--- config.mk ---
export PLATFORM = sky130hd
export DESIGN_NAME = ssd_setup_top
export DESIGN_NICKNAME = d
export VERILOG_FILES = /design/src/ssd_pkg.sv /design/src/ssd_strap_filter.sv /design/src/ssd_baud_gen.sv /design/src/ssd_setup_top.sv
export SDC_FILE = /design/constraint.sdc
export NUM_CORES = 1
export LEC_CHECK = 0
export ABC_CLOCK_PERIOD_IN_PS = 50500
export BUFFER_PORTS_ARGS = -buffer_cell sky130_fd_sc_hd__buf_2
export CORE_MARGIN = 2
export CORE_UTILIZATION = 30
export CTS_BUF_LIST = sky130_fd_sc_hd__clkbuf_2
export DETAILED_ROUTE_END_ITERATION = 6
export PLACE_DENSITY = 0.46
export SLEW_MARGIN = 30
export SYNTH_ARGS = -nofsm -noshare
export SYNTH_HDL_FRONTEND = slang
export SYNTH_HIERARCHICAL = 1
export SYNTH_SLANG_ARGS = --single-unit
--- constraint.sdc ---
create_clock -name sys_clk -period 50.5 [get_ports sys_clk]
set_input_delay 0 -clock sys_clk [delete_from_list [all_inputs] [get_ports sys_clk]]
set_output_delay 0 -clock sys_clk [all_outputs]
set_load 0.05 [all_outputs]
--- src/ssd_pkg.sv ---
`default_nettype none
package ssd_pkg;
    localparam int unsigned CLK_HZ        = 250_000_000;
    localparam int unsigned BAUD_OVERSAMP = 16;

    // register byte offsets
    localparam logic [7:0] OFS_BAUD   = 8'h00;
    localparam logic [7:0] OFS_PARITY = 8'h04;
    localparam logic [7:0] OFS_ADDR   = 8'h08;
    localparam logic [7:0] OFS_STATUS = 8'h0C;
    localparam logic [7:0] OFS_CTRL   = 8'h10;

    // field layouts
    localparam int unsigned BAUD_W   = 3;
    localparam int unsigned PARITY_W = 2;
    localparam int unsigned SADDR_W  = 8;
    localparam int unsigned ST_DEF_BIT    = 0;
    localparam int unsigned ST_RST_BIT    = 1;
    localparam int unsigned ST_BAUD_LSB   = 4;
    localparam int unsigned ST_PAR_LSB    = 8;
    localparam int unsigned ST_ADDR_LSB   = 16;
    localparam int unsigned CTRL_RELOAD_BIT = 0;

    // nonvolatile word indexes
    localparam logic [1:0] NV_IDX_BAUD   = 2'h0;
    localparam logic [1:0] NV_IDX_PARITY = 2'h1;
    localparam logic [1:0] NV_IDX_ADDR   = 2'h2;

    // parity codes
    localparam logic [PARITY_W-1:0] PAR_NONE = 2'h0;
    localparam logic [PARITY_W-1:0] PAR_EVEN = 2'h1;
    localparam logic [PARITY_W-1:0] PAR_ODD  = 2'h2;

    // baud codes: 0..7 = 1200,2400,4800,9600,19200,38400,57600,115200
    localparam logic [BAUD_W-1:0]  BAUD_9600   = 3'h3;
    localparam logic [SADDR_W-1:0] DEF_SADDR   = 8'h01;
    localparam logic [BAUD_W-1:0]  RST_BAUD    = BAUD_9600;
    localparam logic [PARITY_W-1:0] RST_PARITY = PAR_NONE;
    localparam logic [SADDR_W-1:0] RST_SADDR   = DEF_SADDR;

    // timing
    localparam int unsigned STRAP_FILT_US  = 10;
    localparam int unsigned STRAP_FILT_CYC =
        (STRAP_FILT_US * (CLK_HZ / 1_000_000));
    localparam int unsigned INT_RST_NS     = 64;
    localparam int unsigned INT_RST_CYC    =
        (INT_RST_NS * (CLK_HZ / 1_000_000) + 999) / 1000;
    localparam int unsigned DIV_W = 16;

    localparam logic [1:0] RESP_OKAY   = 2'h0;
    localparam logic [1:0] RESP_SLVERR = 2'h2;

    function automatic logic [DIV_W-1:0] baud_div(
        input logic [BAUD_W-1:0] code
    );
        int unsigned baud;
        baud = 1200 << code;
        if (code == 3'h6) begin
            baud = 57600;
        end
        if (code == 3'h7) begin
            baud = 115200;
        end
        baud_div = DIV_W'((CLK_HZ + (BAUD_OVERSAMP * baud) / 2)
                          / (BAUD_OVERSAMP * baud));
    endfunction : baud_div
endpackage : ssd_pkg
`default_nettype wire

--- src/ssd_strap_filter.sv ---
`default_nettype none
module ssd_strap_filter #(
    parameter int unsigned FILT_CYC = 2500
) (
    input  wire logic sys_clk,
    input  wire logic reset_n,
    input  wire logic strap_n,
    output logic      strap_on,
    output logic      strap_release
);
    logic       sync1_q;
    logic       sync2_q;
    logic [31:0] cnt_q;
    logic       on_q;
    logic       rel_q;
    wire logic  raw_on   = ~sync2_q;
    wire logic  differs  = (raw_on != on_q);
    wire logic  settled  = (cnt_q >= FILT_CYC - 1);

    generate
        if (FILT_CYC < 1) begin : g_chk
            $error("ssd_strap_filter: FILT_CYC must be at least 1");
        end
    endgenerate

    // pin sampled through two flops, first flop read by the second only
    always_ff @(posedge sys_clk) begin
        sync1_q <= strap_n;
        sync2_q <= sync1_q;
    end

    // level must hold unbroken for the whole window before it is taken
    always_ff @(posedge sys_clk) begin
        if (!reset_n) begin
            cnt_q <= 32'h0;
            on_q  <= 1'b0;
            rel_q <= 1'b0;
        end else begin
            rel_q <= 1'b0;
            if (!differs) begin
                cnt_q <= 32'h0;
            end else if (settled) begin
                cnt_q <= 32'h0;
                on_q  <= raw_on;
                rel_q <= on_q;
            end else begin
                cnt_q <= cnt_q + 32'h1;
            end
        end
    end

    assign strap_on      = on_q;
    assign strap_release = rel_q;
endmodule : ssd_strap_filter
`default_nettype wire

--- src/ssd_baud_gen.sv ---
`default_nettype none
module ssd_baud_gen #(
    parameter int unsigned DIV_W = 16
) (
    input  wire logic             sys_clk,
    input  wire logic             reset_n,
    input  wire logic             clear,
    input  wire logic [DIV_W-1:0] divisor,
    output logic                  tick
);
    logic [DIV_W-1:0] cnt_q;
    logic             tick_q;
    wire logic        wrap = (cnt_q + DIV_W'(1) >= divisor);

    always_ff @(posedge sys_clk) begin
        if (!reset_n || clear) begin
            cnt_q  <= '0;
            tick_q <= 1'b0;
        end else begin
            tick_q <= wrap;
            cnt_q  <= wrap ? '0 : cnt_q + DIV_W'(1);
        end
    end

    assign tick = tick_q;
endmodule : ssd_baud_gen
`default_nettype wire

--- src/ssd_setup_top.sv ---
// Contract
// - setup values live in nonvolatile storage and are reloaded from it.
// - every setup value (baud, parity, address) is writable over the port.
// - a grounded default strap puts the block in the fixed default state.
// - default state runs the port at 9600 baud, 8 data, 1 stop, no parity.
// - default state answers only slave address 01, not the stored one.
// - the strap never changes stored values, only the ones in effect.
// - stored values stay readable at all times, default state included.
// - setup writes are accepted at any time, default state included.
// - stored baud/parity writes do not disturb the default 9600 8N1.
// - strap release triggers an internal reset, then stored baud/parity.
// - setup reads and writes travel as Modbus RTU over the serial link; here they go over the AXI4-Lite register port.
//
// Chosen here: the AXI4-Lite register port and the placing of the registers.
`default_nettype none
module ssd_setup_top #(
    parameter int unsigned ADDR_W   = 8,
    parameter int unsigned FILT_CYC = ssd_pkg::STRAP_FILT_CYC
) (
    input  wire logic                           sys_clk,
    input  wire logic                           reset_n,
    input  wire logic                           default_strap_n,

    input  wire logic [ADDR_W-1:0]              s_axi_awaddr,
    input  wire logic                           s_axi_awvalid,
    output logic                                s_axi_awready,

    input  wire logic [31:0]                    s_axi_wdata,
    input  wire logic [3:0]                     s_axi_wstrb,
    input  wire logic                           s_axi_wvalid,
    output logic                                s_axi_wready,

    output logic [1:0]                          s_axi_bresp,
    output logic                                s_axi_bvalid,
    input  wire logic                           s_axi_bready,

    input  wire logic [ADDR_W-1:0]              s_axi_araddr,
    input  wire logic                           s_axi_arvalid,
    output logic                                s_axi_arready,

    output logic [31:0]                         s_axi_rdata,
    output logic [1:0]                          s_axi_rresp,
    output logic                                s_axi_rvalid,
    input  wire logic                           s_axi_rready,

    input  wire logic [ssd_pkg::BAUD_W-1:0]     nv_rd_baud,
    input  wire logic [ssd_pkg::PARITY_W-1:0]   nv_rd_parity,
    input  wire logic [ssd_pkg::SADDR_W-1:0]    nv_rd_addr,

    output logic                                nv_wr_en,
    output logic [1:0]                          nv_wr_index,
    output logic [7:0]                          nv_wr_data,

    output logic                                default_active,
    output logic                                link_reset,
    output logic                                baud_tick,

    output logic [ssd_pkg::BAUD_W-1:0]          eff_baud_code,
    output logic [ssd_pkg::PARITY_W-1:0]        eff_parity,
    output logic [ssd_pkg::SADDR_W-1:0]         eff_slave_addr
);
    localparam int unsigned BW = ssd_pkg::BAUD_W;
    localparam int unsigned PW = ssd_pkg::PARITY_W;
    localparam int unsigned SW = ssd_pkg::SADDR_W;
    localparam int unsigned RW = 8;

    generate
        if (ADDR_W < 8 || ADDR_W > 32) begin : g_chk
            $error("ssd_setup_top: ADDR_W must be 8..32");
        end
    endgenerate

    function automatic logic [7:0] reg_ofs(input logic [ADDR_W-1:0] a);
        reg_ofs = {a[7:2], 2'h0};
    endfunction : reg_ofs

    // offsets are contiguous words up to the control register
    function automatic logic reg_hit(input logic [7:0] ofs);
        reg_hit = (ofs <= ssd_pkg::OFS_CTRL);
    endfunction : reg_hit

    // strap conditioning
    logic strap_on;
    logic strap_release;

    ssd_strap_filter #(
        .FILT_CYC (FILT_CYC)
    ) u_filter (
        .sys_clk       (sys_clk),
        .reset_n       (reset_n),
        .strap_n       (default_strap_n),
        .strap_on      (strap_on),
        .strap_release (strap_release)
    );

    // stored setup values
    logic [BW-1:0] st_baud_q;
    logic [PW-1:0] st_parity_q;
    logic [SW-1:0] st_addr_q;
    logic          nv_load_q;
    logic          nv_pend_q;

    // internal reset
    logic [RW-1:0] irst_cnt_q;
    logic          irst_q;

    // effective settings
    logic [BW-1:0] eff_baud_q;
    logic [PW-1:0] eff_par_q;
    logic [SW-1:0] eff_addr_q;
    logic          def_q;

    // write channel
    logic              aw_held_q;
    logic [ADDR_W-1:0] aw_addr_q;

    logic              w_held_q;
    logic [31:0]       w_data_q;
    logic              w_strb0_q;

    logic              bvalid_q;
    logic [1:0]        bresp_q;

    // read channel
    logic        rvalid_q;
    logic [31:0] rdata_q;
    logic [1:0]  rresp_q;

    // nonvolatile write port
    logic       nv_wr_q;
    logic [1:0] nv_idx_q;
    logic [7:0] nv_data_q;

    // write decode
    wire logic [7:0] wr_ofs   = reg_ofs(aw_addr_q);
    wire logic       wr_go    = aw_held_q && w_held_q && !bvalid_q;
    wire logic       wr_baud  = wr_ofs == ssd_pkg::OFS_BAUD;
    wire logic       wr_par   = wr_ofs == ssd_pkg::OFS_PARITY;
    wire logic       wr_addr  = wr_ofs == ssd_pkg::OFS_ADDR;
    wire logic       wr_ctrl  = wr_ofs == ssd_pkg::OFS_CTRL;
    wire logic       wr_hit   = reg_hit(wr_ofs);
    // lane 0 carries every field, so without it nothing is stored
    wire logic       wr_lane  = wr_go && w_strb0_q;
    wire logic       reload   = wr_lane && wr_ctrl
                                && w_data_q[ssd_pkg::CTRL_RELOAD_BIT];

    // read decode
    wire logic [7:0] rd_ofs   = reg_ofs(s_axi_araddr);
    wire logic       rd_take  = s_axi_arvalid && !rvalid_q;
    // status shows what the port really uses, not what is stored
    wire logic [31:0] status_word =
        (32'(def_q)      << ssd_pkg::ST_DEF_BIT)
      | (32'(irst_q)     << ssd_pkg::ST_RST_BIT)
      | (32'(eff_baud_q) << ssd_pkg::ST_BAUD_LSB)
      | (32'(eff_par_q)  << ssd_pkg::ST_PAR_LSB)
      | (32'(eff_addr_q) << ssd_pkg::ST_ADDR_LSB);
    wire logic [31:0] rd_mux =
        (rd_ofs == ssd_pkg::OFS_BAUD)   ? 32'(st_baud_q)   :
        (rd_ofs == ssd_pkg::OFS_PARITY) ? 32'(st_parity_q) :
        (rd_ofs == ssd_pkg::OFS_ADDR)   ? 32'(st_addr_q)   :
        (rd_ofs == ssd_pkg::OFS_STATUS) ? status_word      : 32'h0;
    wire logic rd_hit = reg_hit(rd_ofs);

    // stored baud, parity and address ignored here while the strap is on
    wire logic [BW-1:0] sel_baud =
        strap_on ? ssd_pkg::BAUD_9600 : st_baud_q;
    wire logic [PW-1:0] sel_par  =
        strap_on ? ssd_pkg::PAR_NONE : st_parity_q;
    wire logic [SW-1:0] sel_addr =
        strap_on ? ssd_pkg::DEF_SADDR : st_addr_q;

    // setup access path
    // AXI write address and data, taken in either order
    always_ff @(posedge sys_clk) begin
        if (!reset_n) begin
            aw_held_q <= 1'b0;
            aw_addr_q <= '0;
            w_held_q  <= 1'b0;
            w_data_q  <= 32'h0;
            w_strb0_q <= 1'b0;
        end else begin
            if (s_axi_awvalid && !aw_held_q) begin
                aw_held_q <= 1'b1;
                aw_addr_q <= s_axi_awaddr;
            end else if (wr_go) begin
                aw_held_q <= 1'b0;
            end

            if (s_axi_wvalid && !w_held_q) begin
                w_held_q  <= 1'b1;
                w_data_q  <= s_axi_wdata;
                w_strb0_q <= s_axi_wstrb[0];
            end else if (wr_go) begin
                w_held_q <= 1'b0;
            end
        end
    end

    // write response
    always_ff @(posedge sys_clk) begin
        if (!reset_n) begin
            bvalid_q <= 1'b0;
            bresp_q  <= ssd_pkg::RESP_OKAY;
        end else if (wr_go) begin
            bvalid_q <= 1'b1;
            bresp_q  <= wr_hit ? ssd_pkg::RESP_OKAY : ssd_pkg::RESP_SLVERR;
        end else if (s_axi_bready) begin
            bvalid_q <= 1'b0;
        end
    end

    // read channel
    always_ff @(posedge sys_clk) begin
        if (!reset_n) begin
            rvalid_q <= 1'b0;
            rdata_q  <= 32'h0;
            rresp_q  <= ssd_pkg::RESP_OKAY;
        end else if (rd_take) begin
            rvalid_q <= 1'b1;
            rdata_q  <= rd_mux;
            rresp_q  <= rd_hit ? ssd_pkg::RESP_OKAY : ssd_pkg::RESP_SLVERR;
        end else if (s_axi_rready) begin
            rvalid_q <= 1'b0;
        end
    end

    // reload from storage one cycle after reset release or on request
    always_ff @(posedge sys_clk) begin
        if (!reset_n) begin
            nv_pend_q <= 1'b1;
            nv_load_q <= 1'b0;
        end else begin
            nv_load_q <= nv_pend_q || reload;
            nv_pend_q <= 1'b0;
        end
    end

    always_ff @(posedge sys_clk) begin
        if (!reset_n) begin
            st_baud_q   <= ssd_pkg::RST_BAUD;
            st_parity_q <= ssd_pkg::RST_PARITY;
            st_addr_q   <= ssd_pkg::RST_SADDR;
        end else if (nv_load_q) begin
            st_baud_q   <= nv_rd_baud;
            st_parity_q <= nv_rd_parity;
            st_addr_q   <= nv_rd_addr;
        end else if (wr_lane) begin
            if (wr_baud) begin
                st_baud_q <= w_data_q[BW-1:0];
            end
            if (wr_par) begin
                st_parity_q <= w_data_q[PW-1:0];
            end
            if (wr_addr) begin
                st_addr_q <= w_data_q[SW-1:0];
            end
        end
    end

    always_ff @(posedge sys_clk) begin
        if (!reset_n) begin
            nv_wr_q   <= 1'b0;
            nv_idx_q  <= ssd_pkg::NV_IDX_BAUD;
            nv_data_q <= 8'h00;
        end else begin
            nv_wr_q <= wr_lane && (wr_baud || wr_par || wr_addr);
            if (wr_lane) begin
                nv_idx_q  <= wr_par  ? ssd_pkg::NV_IDX_PARITY :
                             wr_addr ? ssd_pkg::NV_IDX_ADDR   :
                                       ssd_pkg::NV_IDX_BAUD;
                nv_data_q <= w_data_q[7:0];
            end
        end
    end

    always_ff @(posedge sys_clk) begin
        if (!reset_n) begin
            irst_cnt_q <= '0;
            irst_q     <= 1'b0;
        end else if (strap_release) begin
            irst_cnt_q <= RW'(ssd_pkg::INT_RST_CYC);
            irst_q     <= 1'b1;
        end else if (irst_cnt_q != '0) begin
            irst_cnt_q <= irst_cnt_q - RW'(1);
            irst_q     <= (irst_cnt_q != RW'(1));
        end
    end

    // settings follow the selected ones except during internal reset or on strap release
    always_ff @(posedge sys_clk) begin
        if (!reset_n) begin
            eff_baud_q <= ssd_pkg::RST_BAUD;
            eff_par_q  <= ssd_pkg::RST_PARITY;
            eff_addr_q <= ssd_pkg::RST_SADDR;
            def_q      <= 1'b0;
        end else if (!irst_q && !strap_release) begin
            eff_baud_q <= sel_baud;
            eff_par_q  <= sel_par;
            eff_addr_q <= sel_addr;
            def_q      <= strap_on;
        end
    end

    // restart the bit clock whenever the rate may have changed
    wire logic baud_clear = irst_q || (eff_baud_q != sel_baud);

    // bit-rate enable follows only the settings in effect
    ssd_baud_gen #(
        .DIV_W (ssd_pkg::DIV_W)
    ) u_baud (
        .sys_clk (sys_clk),
        .reset_n (reset_n),
        .clear   (baud_clear),
        .divisor (ssd_pkg::baud_div(eff_baud_q)),
        .tick    (baud_tick)
    );

    assign s_axi_awready  = !aw_held_q;
    assign s_axi_wready   = !w_held_q;
    assign s_axi_bvalid   = bvalid_q;
    assign s_axi_bresp    = bresp_q;

    assign s_axi_arready  = !rvalid_q;
    assign s_axi_rvalid   = rvalid_q;
    assign s_axi_rdata    = rdata_q;
    assign s_axi_rresp    = rresp_q;

    assign nv_wr_en       = nv_wr_q;
    assign nv_wr_index    = nv_idx_q;
    assign nv_wr_data     = nv_data_q;

    assign default_active = def_q;
    assign link_reset     = irst_q;
    assign eff_baud_code  = eff_baud_q;
    assign eff_parity     = eff_par_q;
    assign eff_slave_addr = eff_addr_q;
endmodule : ssd_setup_top
`default_nettype wire

==> metrics.md <==
| Metric | Value |
|---|---|
| Fraction of layout instances using a drive strength above 1 | `12.3%` |
| Synthesized flop and latch total | `141` |
| Clock root buffer | `clkbuf_2` |
| Die Height | `268 um` |
| Layout net count | `3,402` |
| WL per Instance | `18.8 um` |
| CP top delay family | `compound AO/OA/AOI/OAI gates` |
| GPL Wtd Cong | `0.909` |
| Final Hold Fails | `0` |
| Post-synth top area cell | `ha_1` |
| Initial Utilization | `30.4%` |
| Post-synth EDFFs | `0` |
| CTS tree | `done` |
| Site Rows | `96` |
| Vias | `22,100` |
| Max-cap violations | `0` |
| Post-Route Utilization | `35.3%` |
| Slew margin rel. | `35.9%` |
| Fmax | `21.4 MHz` |
| Antenna-violating nets left | `0` |
| Period utilization | `92.7%` |
| Largest stage delay on the critical path | `0.54 ns` |
| Ports | `141` |
| Critical Path Sink Type | `flip-flop` |
| Final Instance Area | `24,300 um^2` |
| Top post-synthesis cells by count | `nand2_1 (288), nor2_1 (281), ha_1 (252), a21oi_1 (248), o21ai_0 (147)` |
| Slowest-stage cell, CP | `or4_1` |
| Netlist Area Pre-Place | `20,900 um^2` |
| Yosys warnings | `6` |
| Syn avg cell area | `7.36 um^2` |
| CTS buffer count | `17` |
| Count leader, synth | `nand2_1` |
| Drt first pass iters | `5` |
| Pin count of the biggest net entering global routing | `72` |
| Yosys cell types | `127` |
| TritonCTS Sinks | `141` |
| R2r setup slk | `3.68 ns` |
| Layout fillers | `7,262` |
| First-pass GRT wire length | `118 mm` |
| Port bufs | `93` |
| DRC violations left | `0` |
| WP buf/inv | `20` |
| Skew final | `0.0338 ns` |
| Full die area | `71,800 um^2` |
| Vias per Instance | `5.49` |
| DP Area | `22,800 um^2` |
| Cells after synthesis | `2,839` |
| Status | `finished, final reports clean` |
| Initial antenna violation count | `1` |
| Congestion Overflow GR | `0` |
| GRT Total Usage | `20.7%` |
| Critical-path maximum fanout | `20` |
| Final slew viol count | `0` |
| Core ar. | `68,800 um^2` |
| Dpl ws | `2.13 ns` |
| CP Data Arrival Time | `47.45 ns` |
| CP required | `51.13 ns` |
| Worst slew pin tran | `0.958 ns` |
| Initial DRC count | `1,410` |
| Final worst setup slack | `3.68 ns` |
| Post-synth top area share | `15.1%` |
| Skew-Pair Late Insertion Delay | `0.72 ns` |
| Async SR Flop Fraction | `0%` |
| Die X | `268 um` |
| # setup viols final | `0` |
| Dpl hpwl | `58.9 mm` |
| Vias in the first global route | `21,200` |
| Cell repeated most along the worst path | `a21oi_1` |
| Worst min-delay path class | `input port to flip-flop` |
| Area Overhead vs Synth | `16.3%` |
| Longest Clk Path Bufs | `2` |
| Fin crit period | `46.82 ns` |
| Routed WL | `75.8 mm` |
| Area contributors post-synth | `ha_1 (15%), dfxtp_1 (14%), a21oi_1 (5.9%)` |
| Worst Setup Start Kind | `flip-flop` |
| Sequential share of the synthesized area | `13.5%` |
| CTS clk-pin slew, worst paths | `0.19 ns` |
| Top_reg_cell synth | `dfxtp_1` |
| Critical path class | `flip-flop to flip-flop` |
| H-tree Lvls | `4` |
-- metrics by stage --
step | hold slack, ns | setup TNS (ns) | instances
final | 0.124 | 0 | 4022
after global routing | 0.0278 | -0.209 | 4022
after CTS | 0.00666 | 0 | 4017
after detailed placement | 0.107 | 0 | 3879
after global placement | 0.109 | 0 | 3879
after floorplan | 0.0277 | 0 | 2893
-- metal layers --
layer | vias to the layer above | GRT usage [%] | wire [um]
li1 | 10900 | - | -
met3 | 94 | 2.22 | 3580
met4 | 0 | 5.45 | 1780
met1 | 10500 | 27.7 | 35400
met2 | 579 | 35.1 | 35000
met5 | - | 0 | 0
-- area by class of cell --
class,count,area (um^2),area share [%]
inverters,108,413,1.70
repair buffers,279,2130,8.75
clock buffers,19,95.1,0.391
flip-flops and latches,141,2820,11.6
diodes,1,2.50,0.0103
clock inverters,13,173,0.710
multi-input cells,2530,17500,72.0
well taps,931,1160,4.79
-- registers in the layout (all words and copies together) (netlist names), 2 cells and up --
register	flops
u_filter/cnt_q	32
s_axi_rdata	18
u_baud/cnt_q	16
eff_slave_addr	8
irst_cnt_q	8
nv_wr_data	8
st_addr_q	8
w_data_q	8
aw_addr_q	6
eff_baud_code	3
st_baud_q	3
eff_parity	2
nv_wr_index	2
st_parity_q	2
-- worst min-delay path: stages --
cell and delay, ns:
dlygate4sd3_1 0.52, buf_2 0.09, inv_1 0.03, a21oi_1 0.12, nor2_1 0.04
-- final timing paths --
kind | from | end | cells past startpoint
worst max-delay path | eff_baud_code[0] | u_baud/cnt_q[14] | 211
worst min-delay path | s_axi_bready | s_axi_bvalid | 5
worst max register to register | eff_baud_code[0] | u_baud/cnt_q[14] | 211
worst min register to register | u_filter/sync1_q | u_filter/sync2_q | 0
-- kinds of logic (layout without fill, tap and decap cells) --
group / after synthesis / after routing / share of synthesized area (%)
and+or+nand+nor: 1068 / 1068 / 25.5
buffers and inverters: 222 / 419 / 4.56
DFF: 141 / 141 / 13.5
muxes: 100 / 100 / 5.22
adders and majority gates: 252 / 252 / 15.1
other: 3 / 58 / 0.0539
xor gates and xnor gates: 171 / 171 / 7.17
AOI/OAI and AO/OA: 882 / 882 / 29.0
-- cells in the final DEF (no fill, tap or decap), types with 16 or more instances in the layout --
cell	instances
nor3_1	82
conb_1	57
mux2i_1	50
dfxtp_1	140
or2_2	18
nor2_1	280
nor4_1	24
nor2b_1	37
a21o_1	76
nor3b_1	32
o21ai_0	145
nand2b_1	48
buf_2	93
xnor2_1	99
nand2_1	287
o211ai_1	25
and3_1	30
clkbuf_2	19
xor2_1	71
o31ai_1	29
ha_1	252
and2_1	25
nand3_1	67
o21bai_1	16
a211oi_1	25
or3_1	34
nand4_1	28
a31oi_1	21
o21a_1	80
mux2_2	46
inv_1	90
buf_4	80
dlygate4sd3_1	106
a21oi_1	245
a22oi_1	17
-- repair_timing --
action	4_1_cts	5_1_grt
hold buffers	106	0
hold endpoints to repair	95	0
setup endpoints to repair	0	17
buffers inserted	0	4
resized for setup	0	29
Power is left out: the tool's default activity adds up to more than one toggle a clock period on the data nets, which glitch-free logic cannot reach.
